File: src/occ_pkg.sv
// Package for the oscillator control register block
//
// Summary of operation
// - All oscillator registers reset only on power-on reset, not other resets.
// - Current source field, bits 14-12, read-only, reports active clock source.
// - New source field, bits 10-8, writable, holds requested switch target.
// - Current and new source load from initial source config at power-on.
// - In switching mode 01, switch lock bit is set-only and blocks switching.
// - Pin-select lock bit set blocks writes to pin select registers.
// - PLL lock bit reads 1 when locked or start timer expired, only while PLL in use.
// - Clock-fail flag set by monitor, cleared only by software.
// - Secondary oscillator enable bit drives oscillator on or off, resets 0.
// - Switch request bit set by software, cleared by device on completion.
// - Control register writes accepted only after unlock sequence.
// - Recover-on-interrupt set makes any interrupt clear reduction enable.
// - Reduction ratio divides instruction clock by 2^field, resets to 011.
// - Reduction enable applies ratio; clear forces 1:1; resets 0.
// - Fast RC postscaler divides by 1..64 then 256, resets 000.
// - PLL output divider 00/01/11 gives 2/4/8, 10 reserved, resets 01.
// - PLL feedback field gives multiplier value plus two, resets to 48 (multiplier 50).
// - Fast RC tuning adjusts fast RC frequency about plus or minus 12 percent.
// - Switching mode 1x disables switch and monitor; 01 switch only; 00 both.
package occ_pkg;
    localparam logic [3:0] OCC_ADDR_CTRL = 4'h0;
    localparam logic [3:0] OCC_ADDR_DIV = 4'h1;
    localparam logic [3:0] OCC_ADDR_FBD = 4'h2;
    localparam logic [3:0] OCC_ADDR_TUN = 4'h3;
    localparam logic [3:0] OCC_ADDR_AUX = 4'h4;
    localparam logic [3:0] OCC_ADDR_KEY = 4'h5;
    localparam logic [3:0] OCC_ADDR_PPS = 4'h6;

    localparam int OCC_CUR_LSB = 12;
    localparam int OCC_NEW_LSB = 8;
    localparam int OCC_SWLOCK_BIT = 7;
    localparam int OCC_PINLOCK_BIT = 6;
    localparam int OCC_PLLLOCK_BIT = 5;
    localparam int OCC_FAIL_BIT = 3;
    localparam int OCC_SECEN_BIT = 1;
    localparam int OCC_SWREQ_BIT = 0;
    localparam int OCC_ROI_BIT = 15;
    localparam int OCC_RATIO_LSB = 12;
    localparam int OCC_REDEN_BIT = 11;
    localparam int OCC_FAST_RC_POSTSCALER_LSB = 8;
    localparam int OCC_POST_LSB = 6;
    localparam int OCC_PRE_LSB = 0;

    localparam logic [2:0] OCC_RATIO_RST = 3'h3;
    localparam logic [2:0] OCC_FAST_RC_POSTSCALER_RST = 3'h0;
    localparam logic [1:0] OCC_POST_RST = 2'h1;
    localparam logic [1:0] OCC_POST_RSVD = 2'h2;
    localparam logic [8:0] OCC_FBD_RST = 9'h030;
    localparam logic [1:0] OCC_MODE_SW_ONLY = 2'h1;
    localparam logic [15:0] OCC_KEY1_DEF = 16'h0046;
    localparam logic [15:0] OCC_KEY2_DEF = 16'h0057;
    localparam int OCC_PLL_START_CYC = 64;
    localparam int OCC_RATIO_W = 3;

    typedef enum logic [1:0] {
        OCC_UL_IDLE = 2'b00,
        OCC_UL_KEY1 = 2'b01,
        OCC_UL_OPEN = 2'b11
    } occ_unlock_e;

    typedef struct packed {
        logic [2:0] frc_post;
        logic [1:0] pll_post;
        logic [4:0] pll_pre;
        logic [8:0] pll_mult_field;
        logic [5:0] frc_tune;
        logic sec_osc_en;
    } occ_clkcfg_s;
endpackage

File: src/occ_reduce_div.sv
// Peripheral clock reduction divider producing an enable pulse
`timescale 1ns/1ns
module occ_reduce_div
    import occ_pkg::*;
#(
    parameter int RW = OCC_RATIO_W
) (
    input wire logic clk,
    input wire logic rst_n,
    input wire logic cy_en,
    input wire logic [RW-1:0] ratio,
    input wire logic red_en,
    output logic periph_en
);
    logic [7:0] cnt_q;
    logic [7:0] limit;

    // Ratio forced to 1:1 when reduction is off
    assign limit = red_en ? 8'((9'h001 << ratio) - 9'h001) : 8'h00;

    always_ff @(posedge clk or negedge rst_n) begin
        if (!rst_n) begin
            cnt_q <= 8'h00;
        end else if (cy_en) begin
            cnt_q <= (cnt_q >= limit) ? 8'h00 : cnt_q + 8'h01;
        end
    end

    assign periph_en = cy_en && (cnt_q >= limit);

    a_ratio_one: assert property (@(posedge clk) disable iff (!rst_n)
        !red_en && cy_en |-> periph_en)
        else $error("reduction off but peripheral enable missed");
endmodule

File: src/occ_osc_ctrl.sv
// Oscillator control register block with Avalon-MM slave
`timescale 1ns/1ns
module occ_osc_ctrl
    import occ_pkg::*;
#(
    parameter logic [15:0] KEY1 = OCC_KEY1_DEF,
    parameter logic [15:0] KEY2 = OCC_KEY2_DEF,
    parameter int PLL_START_CYC = OCC_PLL_START_CYC
) (
    input wire logic clk,
    input wire logic rstn,
    input wire logic [3:0] avs_address,
    input wire logic avs_read,
    input wire logic avs_write,
    input wire logic [31:0] avs_writedata,
    input wire logic [3:0] avs_byteenable,
    output logic [31:0] avs_readdata,
    output logic avs_waitrequest,
    input wire logic [2:0] initial_source_config,
    input wire logic [1:0] switching_mode_config,
    input wire logic [7:0] source_ready,
    input wire logic pll_locked,
    input wire logic clock_failure,
    input wire logic irq_any,
    input wire logic cy_en,
    output logic [2:0] cur_source,
    output logic fail_safe_monitor_en,
    output occ_clkcfg_s clk_cfg,
    output logic periph_en,
    output logic [15:0] pps_reg,
    output logic [13:0] aux_clk_cfg
);
    logic [1:0] rst_sync_q;
    logic rst_n;
    logic [2:0] cur_q;
    logic [2:0] new_q;
    logic swlock_q;
    logic pinlock_q;
    logic fail_q;
    logic secen_q;
    logic swreq_q;
    logic roi_q;
    logic [2:0] ratio_q;
    logic reden_q;
    logic [2:0] fast_rc_postscaler_q;
    logic [1:0] post_q;
    logic [4:0] pre_q;
    logic [8:0] fbd_q;
    logic [5:0] tun_q;
    logic [13:0] aux_q;
    logic [15:0] pps_q;
    logic por_load_q;
    logic [7:0] pll_tmr_q;
    logic pll_ok;
    logic pll_on;
    logic ack_q;
    logic [31:0] rdata_q;
    logic wr_go;
    logic lo_be;
    logic [15:0] wd;
    logic ctrl_wr;
    logic sw_allowed;
    logic monitor_on;
    occ_unlock_e ul_q;

    // Power-on reset only: no other reset source reaches these flops
    always_ff @(posedge clk or negedge rstn) begin
        if (!rstn) begin
            rst_sync_q <= 2'b00;
        end else begin
            rst_sync_q <= {rst_sync_q[0], 1'b1};
        end
    end
    assign rst_n = rst_sync_q[1];

    // One-cycle acknowledge: waitrequest low the cycle after a request
    assign avs_waitrequest = (avs_read || avs_write) && !ack_q;
    // Writes land at the edge that samples waitrequest low, never earlier
    assign wr_go = avs_write && ack_q;
    assign lo_be = avs_byteenable[0] && avs_byteenable[1];
    assign wd = avs_writedata[15:0];

    always_ff @(posedge clk or negedge rst_n) begin
        if (!rst_n) begin
            ack_q <= 1'b0;
        end else begin
            ack_q <= (avs_read || avs_write) && !ack_q;
        end
    end

    // Unlock: KEY1 then KEY2 back to back, then one write is honoured
    always_ff @(posedge clk or negedge rst_n) begin
        if (!rst_n) begin
            ul_q <= OCC_UL_IDLE;
        end else if (wr_go) begin
            unique case (ul_q)
                OCC_UL_IDLE: begin
                    ul_q <= (avs_address == OCC_ADDR_KEY && wd == KEY1) ? OCC_UL_KEY1
                            : OCC_UL_IDLE;
                end
                OCC_UL_KEY1: begin
                    ul_q <= (avs_address == OCC_ADDR_KEY && wd == KEY2) ? OCC_UL_OPEN
                            : OCC_UL_IDLE;
                end
                OCC_UL_OPEN: begin
                    ul_q <= OCC_UL_IDLE;
                end
                default: begin
                    ul_q <= OCC_UL_IDLE;
                end
            endcase
        end else if (ul_q == OCC_UL_OPEN && !avs_write) begin
            // A write already on the bus keeps the window until its completing edge
            ul_q <= OCC_UL_IDLE;
        end
    end

    assign ctrl_wr = wr_go && lo_be && avs_address == OCC_ADDR_CTRL && ul_q == OCC_UL_OPEN;

    assign monitor_on = (switching_mode_config == 2'b00);
    assign sw_allowed = !switching_mode_config[1] && !swlock_q;
    assign fail_safe_monitor_en = monitor_on;

    // Strap is caught one clock after reset release, never inside the reset branch
    always_ff @(posedge clk or negedge rst_n) begin
        if (!rst_n) begin
            por_load_q <= 1'b1;
        end else begin
            por_load_q <= 1'b0;
        end
    end

    always_ff @(posedge clk or negedge rst_n) begin
        if (!rst_n) begin
            cur_q <= 3'h0;
        end else if (por_load_q) begin
            cur_q <= initial_source_config;
        end else if (swreq_q && source_ready[new_q] && sw_allowed) begin
            cur_q <= new_q;
        end
    end

    always_ff @(posedge clk or negedge rst_n) begin
        if (!rst_n) begin
            new_q <= 3'h0;
        end else if (por_load_q) begin
            new_q <= initial_source_config;
        end else if (ctrl_wr) begin
            new_q <= wd[OCC_NEW_LSB +: 3];
        end
    end

    // Request clears in the same cycle the current source updates
    always_ff @(posedge clk or negedge rst_n) begin
        if (!rst_n) begin
            swreq_q <= 1'b0;
        end else if (swreq_q && source_ready[new_q] && sw_allowed) begin
            swreq_q <= 1'b0;
        end else if (ctrl_wr && wd[OCC_SWREQ_BIT]) begin
            swreq_q <= 1'b1;
        end
    end

    // Switch lock is set-only and can be set only while mode is 01; once set, only reset clears it
    always_ff @(posedge clk or negedge rst_n) begin
        if (!rst_n) begin
            swlock_q <= 1'b0;
        end else if (switching_mode_config == OCC_MODE_SW_ONLY && ctrl_wr
                     && wd[OCC_SWLOCK_BIT]) begin
            swlock_q <= 1'b1;
        end
    end

    always_ff @(posedge clk or negedge rst_n) begin
        if (!rst_n) begin
            pinlock_q <= 1'b0;
            secen_q <= 1'b0;
        end else if (ctrl_wr) begin
            pinlock_q <= wd[OCC_PINLOCK_BIT];
            secen_q <= wd[OCC_SECEN_BIT];
        end
    end

    // Set wins over a software clear in the same cycle
    always_ff @(posedge clk or negedge rst_n) begin
        if (!rst_n) begin
            fail_q <= 1'b0;
        end else if (clock_failure && monitor_on) begin
            fail_q <= 1'b1;
        end else if (ctrl_wr && !wd[OCC_FAIL_BIT]) begin
            fail_q <= 1'b0;
        end
    end

    // PLL lock: locked input or start-up timer expiry, only while PLL in use
    assign pll_on = (cur_q == 3'h1) || (cur_q == 3'h3);
    always_ff @(posedge clk or negedge rst_n) begin
        if (!rst_n) begin
            pll_tmr_q <= 8'h00;
        end else if (!pll_on) begin
            pll_tmr_q <= 8'h00;
        end else if (pll_tmr_q < 8'(PLL_START_CYC)) begin
            pll_tmr_q <= pll_tmr_q + 8'h01;
        end
    end
    assign pll_ok = pll_on && (pll_locked || pll_tmr_q >= 8'(PLL_START_CYC));

    always_ff @(posedge clk or negedge rst_n) begin
        if (!rst_n) begin
            pps_q <= 16'h0000;
        end else if (wr_go && lo_be && avs_address == OCC_ADDR_PPS && !pinlock_q) begin
            pps_q <= wd;
        end
    end

    // Divisor register; interrupt recovery overrides a concurrent write
    always_ff @(posedge clk or negedge rst_n) begin
        if (!rst_n) begin
            roi_q <= 1'b0;
            ratio_q <= OCC_RATIO_RST;
            fast_rc_postscaler_q <= OCC_FAST_RC_POSTSCALER_RST;
            post_q <= OCC_POST_RST;
            pre_q <= 5'h00;
        end else if (wr_go && lo_be && avs_address == OCC_ADDR_DIV) begin
            roi_q <= wd[OCC_ROI_BIT];
            ratio_q <= wd[OCC_RATIO_LSB +: 3];
            fast_rc_postscaler_q <= wd[OCC_FAST_RC_POSTSCALER_LSB +: 3];
            // Reserved divider code is refused; previous value kept
            if (wd[OCC_POST_LSB +: 2] != OCC_POST_RSVD) begin
                post_q <= wd[OCC_POST_LSB +: 2];
            end
            pre_q <= wd[OCC_PRE_LSB +: 5];
        end
    end

    always_ff @(posedge clk or negedge rst_n) begin
        if (!rst_n) begin
            reden_q <= 1'b0;
        end else if (irq_any && roi_q) begin
            reden_q <= 1'b0;
        end else if (wr_go && lo_be && avs_address == OCC_ADDR_DIV) begin
            reden_q <= wd[OCC_REDEN_BIT];
        end
    end

    always_ff @(posedge clk or negedge rst_n) begin
        if (!rst_n) begin
            fbd_q <= OCC_FBD_RST;
            tun_q <= 6'h00;
            aux_q <= 14'h0000;
        end else if (wr_go && lo_be) begin
            if (avs_address == OCC_ADDR_FBD) begin
                fbd_q <= wd[8:0];
            end
            if (avs_address == OCC_ADDR_TUN) begin
                tun_q <= wd[5:0];
            end
            if (avs_address == OCC_ADDR_AUX) begin
                aux_q <= {wd[13:8], wd[7], 7'h00};
            end
        end
    end

    // Read data registered at the first edge of a request, one before the accepting edge; unmapped reads return zero
    always_ff @(posedge clk or negedge rst_n) begin
        if (!rst_n) begin
            rdata_q <= 32'h0000_0000;
        end else if (avs_read && !ack_q) begin
            unique case (avs_address)
                OCC_ADDR_CTRL: rdata_q <= {16'h0000, 1'b0, cur_q, 1'b0, new_q, swlock_q,
                                           pinlock_q, pll_ok, 1'b0, fail_q, 1'b0,
                                           secen_q, swreq_q};
                OCC_ADDR_DIV: rdata_q <= {16'h0000, roi_q, ratio_q, reden_q, fast_rc_postscaler_q,
                                          post_q, 1'b0, pre_q};
                OCC_ADDR_FBD: rdata_q <= {23'h000000, fbd_q};
                OCC_ADDR_TUN: rdata_q <= {26'h0000000, tun_q};
                OCC_ADDR_AUX: rdata_q <= {18'h00000, aux_q};
                OCC_ADDR_PPS: rdata_q <= {16'h0000, pps_q};
                default: rdata_q <= 32'h0000_0000;
            endcase
        end
    end
    assign avs_readdata = rdata_q;

    occ_reduce_div #(.RW(OCC_RATIO_W)) u_div (
        .clk(clk),
        .rst_n(rst_n),
        .cy_en(cy_en),
        .ratio(ratio_q),
        .red_en(reden_q),
        .periph_en(periph_en)
    );

    assign cur_source = cur_q;
    assign pps_reg = pps_q;
    assign aux_clk_cfg = aux_q;
    assign clk_cfg = '{frc_post: fast_rc_postscaler_q, pll_post: post_q, pll_pre: pre_q,
                       pll_mult_field: fbd_q, frc_tune: tun_q, sec_osc_en: secen_q};

    a_lock_blocks: assert property (@(posedge clk) disable iff (!rst_n)
        swlock_q && !por_load_q |=> $stable(cur_q))
        else $error("current source changed while switch locked");
    a_lock_sticky: assert property (@(posedge clk) disable iff (!rst_n)
        swlock_q |=> swlock_q)
        else $error("switch lock cleared");
    a_switch_done: assert property (@(posedge clk) disable iff (!rst_n)
        swreq_q && source_ready[new_q] && sw_allowed && !por_load_q
        |=> !swreq_q && cur_q == $past(new_q))
        else $error("switch did not complete with request clear");
    a_no_unlock: assert property (@(posedge clk) disable iff (!rst_n)
        wr_go && avs_address == OCC_ADDR_CTRL && ul_q != OCC_UL_OPEN && !por_load_q
        |=> $stable(new_q))
        else $error("control write accepted without unlock");
    a_fail_set: assert property (@(posedge clk) disable iff (!rst_n)
        clock_failure && monitor_on |=> fail_q)
        else $error("clock fail flag not set");
    a_pps_lock: assert property (@(posedge clk) disable iff (!rst_n)
        pinlock_q && !ctrl_wr |=> $stable(pps_q))
        else $error("pin select changed while locked");
    a_roi_clear: assert property (@(posedge clk) disable iff (!rst_n)
        irq_any && roi_q |=> !reden_q)
        else $error("interrupt did not clear reduction enable");
    a_pll_status: assert property (@(posedge clk) disable iff (!rst_n)
        !pll_on |-> !pll_ok)
        else $error("pll lock reported while disabled");
    a_post_rsvd: assert property (@(posedge clk) disable iff (!rst_n)
        post_q != OCC_POST_RSVD)
        else $error("reserved pll divider code stored");
    a_ack_one: assert property (@(posedge clk) disable iff (!rst_n)
        (avs_read || avs_write) && !ack_q |=> !avs_waitrequest || !(avs_read || avs_write))
        else $error("bus answer late");
endmodule

File: config.mk
export PLATFORM = sky130hd
export DESIGN_NAME = occ_osc_ctrl
export DESIGN_NICKNAME = d
export VERILOG_FILES = /design/src/occ_pkg.sv /design/src/occ_reduce_div.sv /design/src/occ_osc_ctrl.sv
export SDC_FILE = /design/constraint.sdc
export NUM_CORES = 1
export LEC_CHECK = 0
export BUFFER_PORTS_ARGS = -buffer_cell sky130_fd_sc_hd__buf_2
export CAP_MARGIN = 0
export CORE_MARGIN = 10
export CORE_UTILIZATION = 45
export DETAILED_ROUTE_END_ITERATION = 8
export GPL_ROUTABILITY_DRIVEN = 0
export PLACE_DENSITY = 0.71
export SYNTH_ARGS = -nofsm -noshare
export SYNTH_HDL_FRONTEND = slang
export SYNTH_SLANG_ARGS = --single-unit
export TNS_END_PERCENT = 5
File: constraint.sdc
create_clock -name clk -period 3.7 [get_ports clk]
set_clock_uncertainty 0.15 [all_clocks]
set_input_delay 0 -clock clk [delete_from_list [all_inputs] [get_ports clk]]
set_output_delay 0 -clock clk [all_outputs]
set_load 0.02 [all_outputs]
==> reports/qor.csv <==
stage,metric,value,unit
cells_and_area,fraction of layout cells with a size suffix above 1,34.8,%
pwr,internal power,1970,uW
sta,final hold slack,0.0211,ns
sta,"Hold Vio Cnt, Final",0,
sta,RSZ-0062 raised after global routing,no,
yosys,Mapped Area,5200,sq um
yosys,fraction of the mapped netlist area in adder cells,2.41,%
clock_network,clock tree from TritonCTS,built,
yosys,Synth Area in Simple Gates,12.1,%
drt,mean routed wirelength per cell,19.6,um
drt,final wirelength,14600,um
yosys,mux contribution to synthesized area,16.8,%
critical_path,Critical R2R Launch,ack_q$_DFF_PN0_,
place,port bufs,113,
critical_path,FF-to-FF End,reden_q$_DFFE_PN0P_,
clock_network,post_cts resized,0,
critical_path,CP Data Arrival Time,2.52,ns
clock_network,Root Buffer,clkbuf_16,
critical_path,CP Capture Type,output pin,
cells_and_area,filler instances,975,
pwr,leak pwr,0.00317,uW
clock_network,Max Buffers Root-to-Sink,2,
sta,minimum clock period,2.67,ns
sta,setup TNS,0,ns
pwr,Total Power,2850,uW
grt,GR Util All Layers,17.8,%
yosys,number of synthesized register bits,102,
hold_path,hold path endpoint,avs_readdata[5]$_DFFE_PN0P_,
drt,DRC,0,
yosys,Compound-Gate Fraction of Synth Area,12.2,%
critical_path,CP Max Fanout,7,
clock_network,# hold bufs at CTS,33,
outcome,outcome,"complete, no violations",
floorplanning,die width,127,um
drt,TritonRoute pass-1 iters,7,
drt,Routed Antenna Nets,0,
place,placed inst area,5790,sq um
yosys,main flop type after synthesis,dfrtp_1,
yosys,sequential cell area fraction in the yosys report,49.3,%
critical_path,worst reg2reg setup slack,1.11,ns
yosys,cell count after synthesis,457,
cells_and_area,Final Cell Area,6420,sq um
drt,Vias/cell,5.64,
grt,largest net degree at the start of global routing,74,
drt,Vias,4194,
floorplanning,Die ar.,16200,sq um
sta,final slew viol count,0,
floorplanning,Die H,127,um
pwr,sw frac,30.9,%
sta,FMAX,375,MHz
critical_path,worst reg2reg path depth,5,
yosys,Async SR Flop Fraction,100,%
critical_path,critical path data required time,3.55,ns
yosys,Unique masters post-synth,53,
clock_network,Worst-Skew Late Latency,0.35,ns
sta,Final setup viols,0,
hold_path,Worst Min Path Start,pll_locked,
floorplanning,Initial Util,45.7,%
hold_path,worst hold-check path type,input port to register,
pwr,Clock Power Share,34.1,%
critical_path,Setup crit start kind,register,
pwr,sequential share of power,46.6,%
place,dpl hpwl,10600,um
grt,first-pass GRT wire length,23300,um
clock_network,CTS Buf Count,9,
clock_network,"Reg clk slew, reported paths",0.07,ns
cells_and_area,fin nets,667,
yosys,largest family of logic cells by synthesized area,multiplexers,
drt,DR iter-0 viols,325,
sta,Tightest Pin Transition,0.938,ns
clock_network,CTS sink count,102,
yosys,xor/xnor cell area share of the yosys netlist,1.35,%
sta,Rel. slew slack,37.5,%
pwr,NetSw,880,uW
clock_network,H-Tree Depth,3,
pwr,Gate power share,19.2,%
critical_path,Crit Path Class,register to output pin,
cells_and_area,antenna cells,0,
clock_network,post-CTS setup buffers,0,
floorplanning,IO Pins,155,
cells_and_area,synth-to-layout area growth,23.5,%
grt,Overflow after GRT,0,
sta,Final period util,72.2,%
pwr,peak supply drop,0.239,mV
floorplanning,Core Region,11400,sq um
hold_path,hold path depth,4,
flow_run,Max Cap Violations,0,
yosys,Post-synth EDFFs,0,
grt,initial antenna violation count,0,
grt,number of global-route vias before repair,4339,
floorplanning,# rows,39,
yosys,synthesized area per cell,11.4,sq um
pwr,PD cells,444,nW/um^2
yosys,Ys Warns,0,
layer usage:
layer  GRT usage (%)  vias up  wire length, um
met5               0        -                0
met4            6.03        0              269
met3            4.96       18             1090
met2            29.0      174             7130
met1            22.4     2096             6110
li1                -     1906                -
power by group through the flow:
| stage | Clock, uW | Combinational [uW] | Sequential, uW |
|---|---|---|---|
| after floorplan | 0 | 313 | 1370 |
| after global placement | 0 | 500 | 1340 |
| after detailed placement | 0 | 517 | 1350 |
| after CTS | 982 | 548 | 1330 |
| after global routing | 1030 | 607 | 1350 |
| final | 973 | 547 | 1330 |
kinds of logic (layout without fill, tap and decap cells):
kind of cell | count (synthesis) | in the layout
AO/OA/AOI/OAI | 91 | 91
XOR/XNOR | 8 | 8
adder cells (fa/ha/maj) | 10 | 10
buffers and inverters | 53 | 173
flip-flops | 102 | 102
multiplexers | 74 | 74
other | 2 | 26
AND/OR/NAND/NOR | 117 | 117
worst max path at each step:
stage,slack [ns],end,startpoint,cells past startpoint
2_1_floorplan,0.51,ack_q$_DFF_PN0_,rst_sync_q[1]$_DFF_PN0_,0
3_3_place_gp,1.27,pps_reg[12]$_DFFE_PN0P_,avs_address[1],5
3_5_place_dp,1.24,pps_reg[11]$_DFFE_PN0P_,avs_address[1],5
4_1_cts,1.02,periph_en,ratio_q[1]$_DFFE_PN1P_,8
5_1_grt,0.83,periph_en,ratio_q[1]$_DFFE_PN1P_,7
6_report,1.03,periph_en,ratio_q[1]$_DFFE_PN1P_,8
per-stage QoR:
stage          setup slack [ns]  std cells  utilization (%)
6_report                   1.03        744             56.5
5_1_grt                   0.826        744             56.5
4_1_cts                    1.02        744             56.5
3_5_place_dp               1.24        695             50.9
3_3_place_gp               1.27        695             50.9
2_1_floorplan             0.509        481                -
area by class of cell:
class                   instances  area, sq um  area share (%)
clock inverters                 7         77.6            1.21
inverters                       8         30.0           0.468
flip-flops and latches        102         2560            39.9
multi-input cells             326         2430            37.8
clock buffers                   9          225            3.51
well taps                     143          179            2.79
repair buffers                149          918            14.3
Yosys cell counts, types with 3 or more instances:
| master | instances | area (sq um) |
|---|---|---|
| nand4_1 | 5 | 31.3 |
| dfrtp_1 | 96 | 2400 |
| nor3_1 | 8 | 40.0 |
| o21ai_0 | 21 | 105 |
| a222oi_1 | 4 | 40.0 |
| mux4_2 | 5 | 113 |
| nand3_1 | 9 | 45.0 |
| nand2_1 | 34 | 128 |
| clkbuf_1 | 13 | 48.8 |
| nor2_1 | 25 | 93.8 |
| ha_1 | 10 | 125 |
| buf_2 | 7 | 35.0 |
| and2_1 | 5 | 31.3 |
| dfstp_2 | 6 | 158 |
| a211oi_1 | 5 | 37.5 |
| a21oi_1 | 16 | 80.1 |
| inv_1 | 8 | 30.0 |
| nor2b_1 | 6 | 37.5 |
| mux2i_1 | 13 | 130 |
| a22oi_1 | 10 | 75.1 |
| xor2_1 | 7 | 61.3 |
| nand2b_1 | 7 | 43.8 |
| a22o_1 | 12 | 105 |
| buf_4 | 25 | 188 |
| or3b_2 | 3 | 26.3 |
| o32ai_1 | 5 | 43.8 |
| mux2_2 | 56 | 631 |
worst max-delay path: stages, from the launching register on:
cell	delay, ns
dfstp_2	0.59
a21o_1	0.13
nand2_1	0.05
ha_1	0.30
a211oi_1	0.23
o21ai_0	0.24
a21o_1	0.30
and2_1	0.18
buf_2	0.15
cells in the final DEF (no fill, tap or decap), types with 6 or more instances in the layout:
| cell | synthesis | layout |
|---|---|---|
| xor2_1 | 7 | 7 |
| dlygate4sd3_1 | 0 | 33 |
| conb_1 | 2 | 26 |
| inv_1 | 8 | 8 |
| nand2_1 | 34 | 34 |
| nor2_1 | 25 | 25 |
| nor2b_1 | 6 | 6 |
| o21ai_0 | 21 | 21 |
| ha_1 | 10 | 10 |
| dfstp_2 | 6 | 6 |
| a22o_1 | 12 | 12 |
| nand3_1 | 9 | 9 |
| a21oi_1 | 16 | 16 |
| nand2b_1 | 7 | 7 |
| mux2i_1 | 13 | 13 |
| a22oi_1 | 10 | 10 |
| clkbuf_16 | 0 | 9 |
| mux2_2 | 56 | 56 |
| nor3_1 | 8 | 8 |
| buf_2 | 7 | 113 |
| dfrtp_1 | 96 | 95 |
No activity file was read; power rests on OpenSTA's default activity.
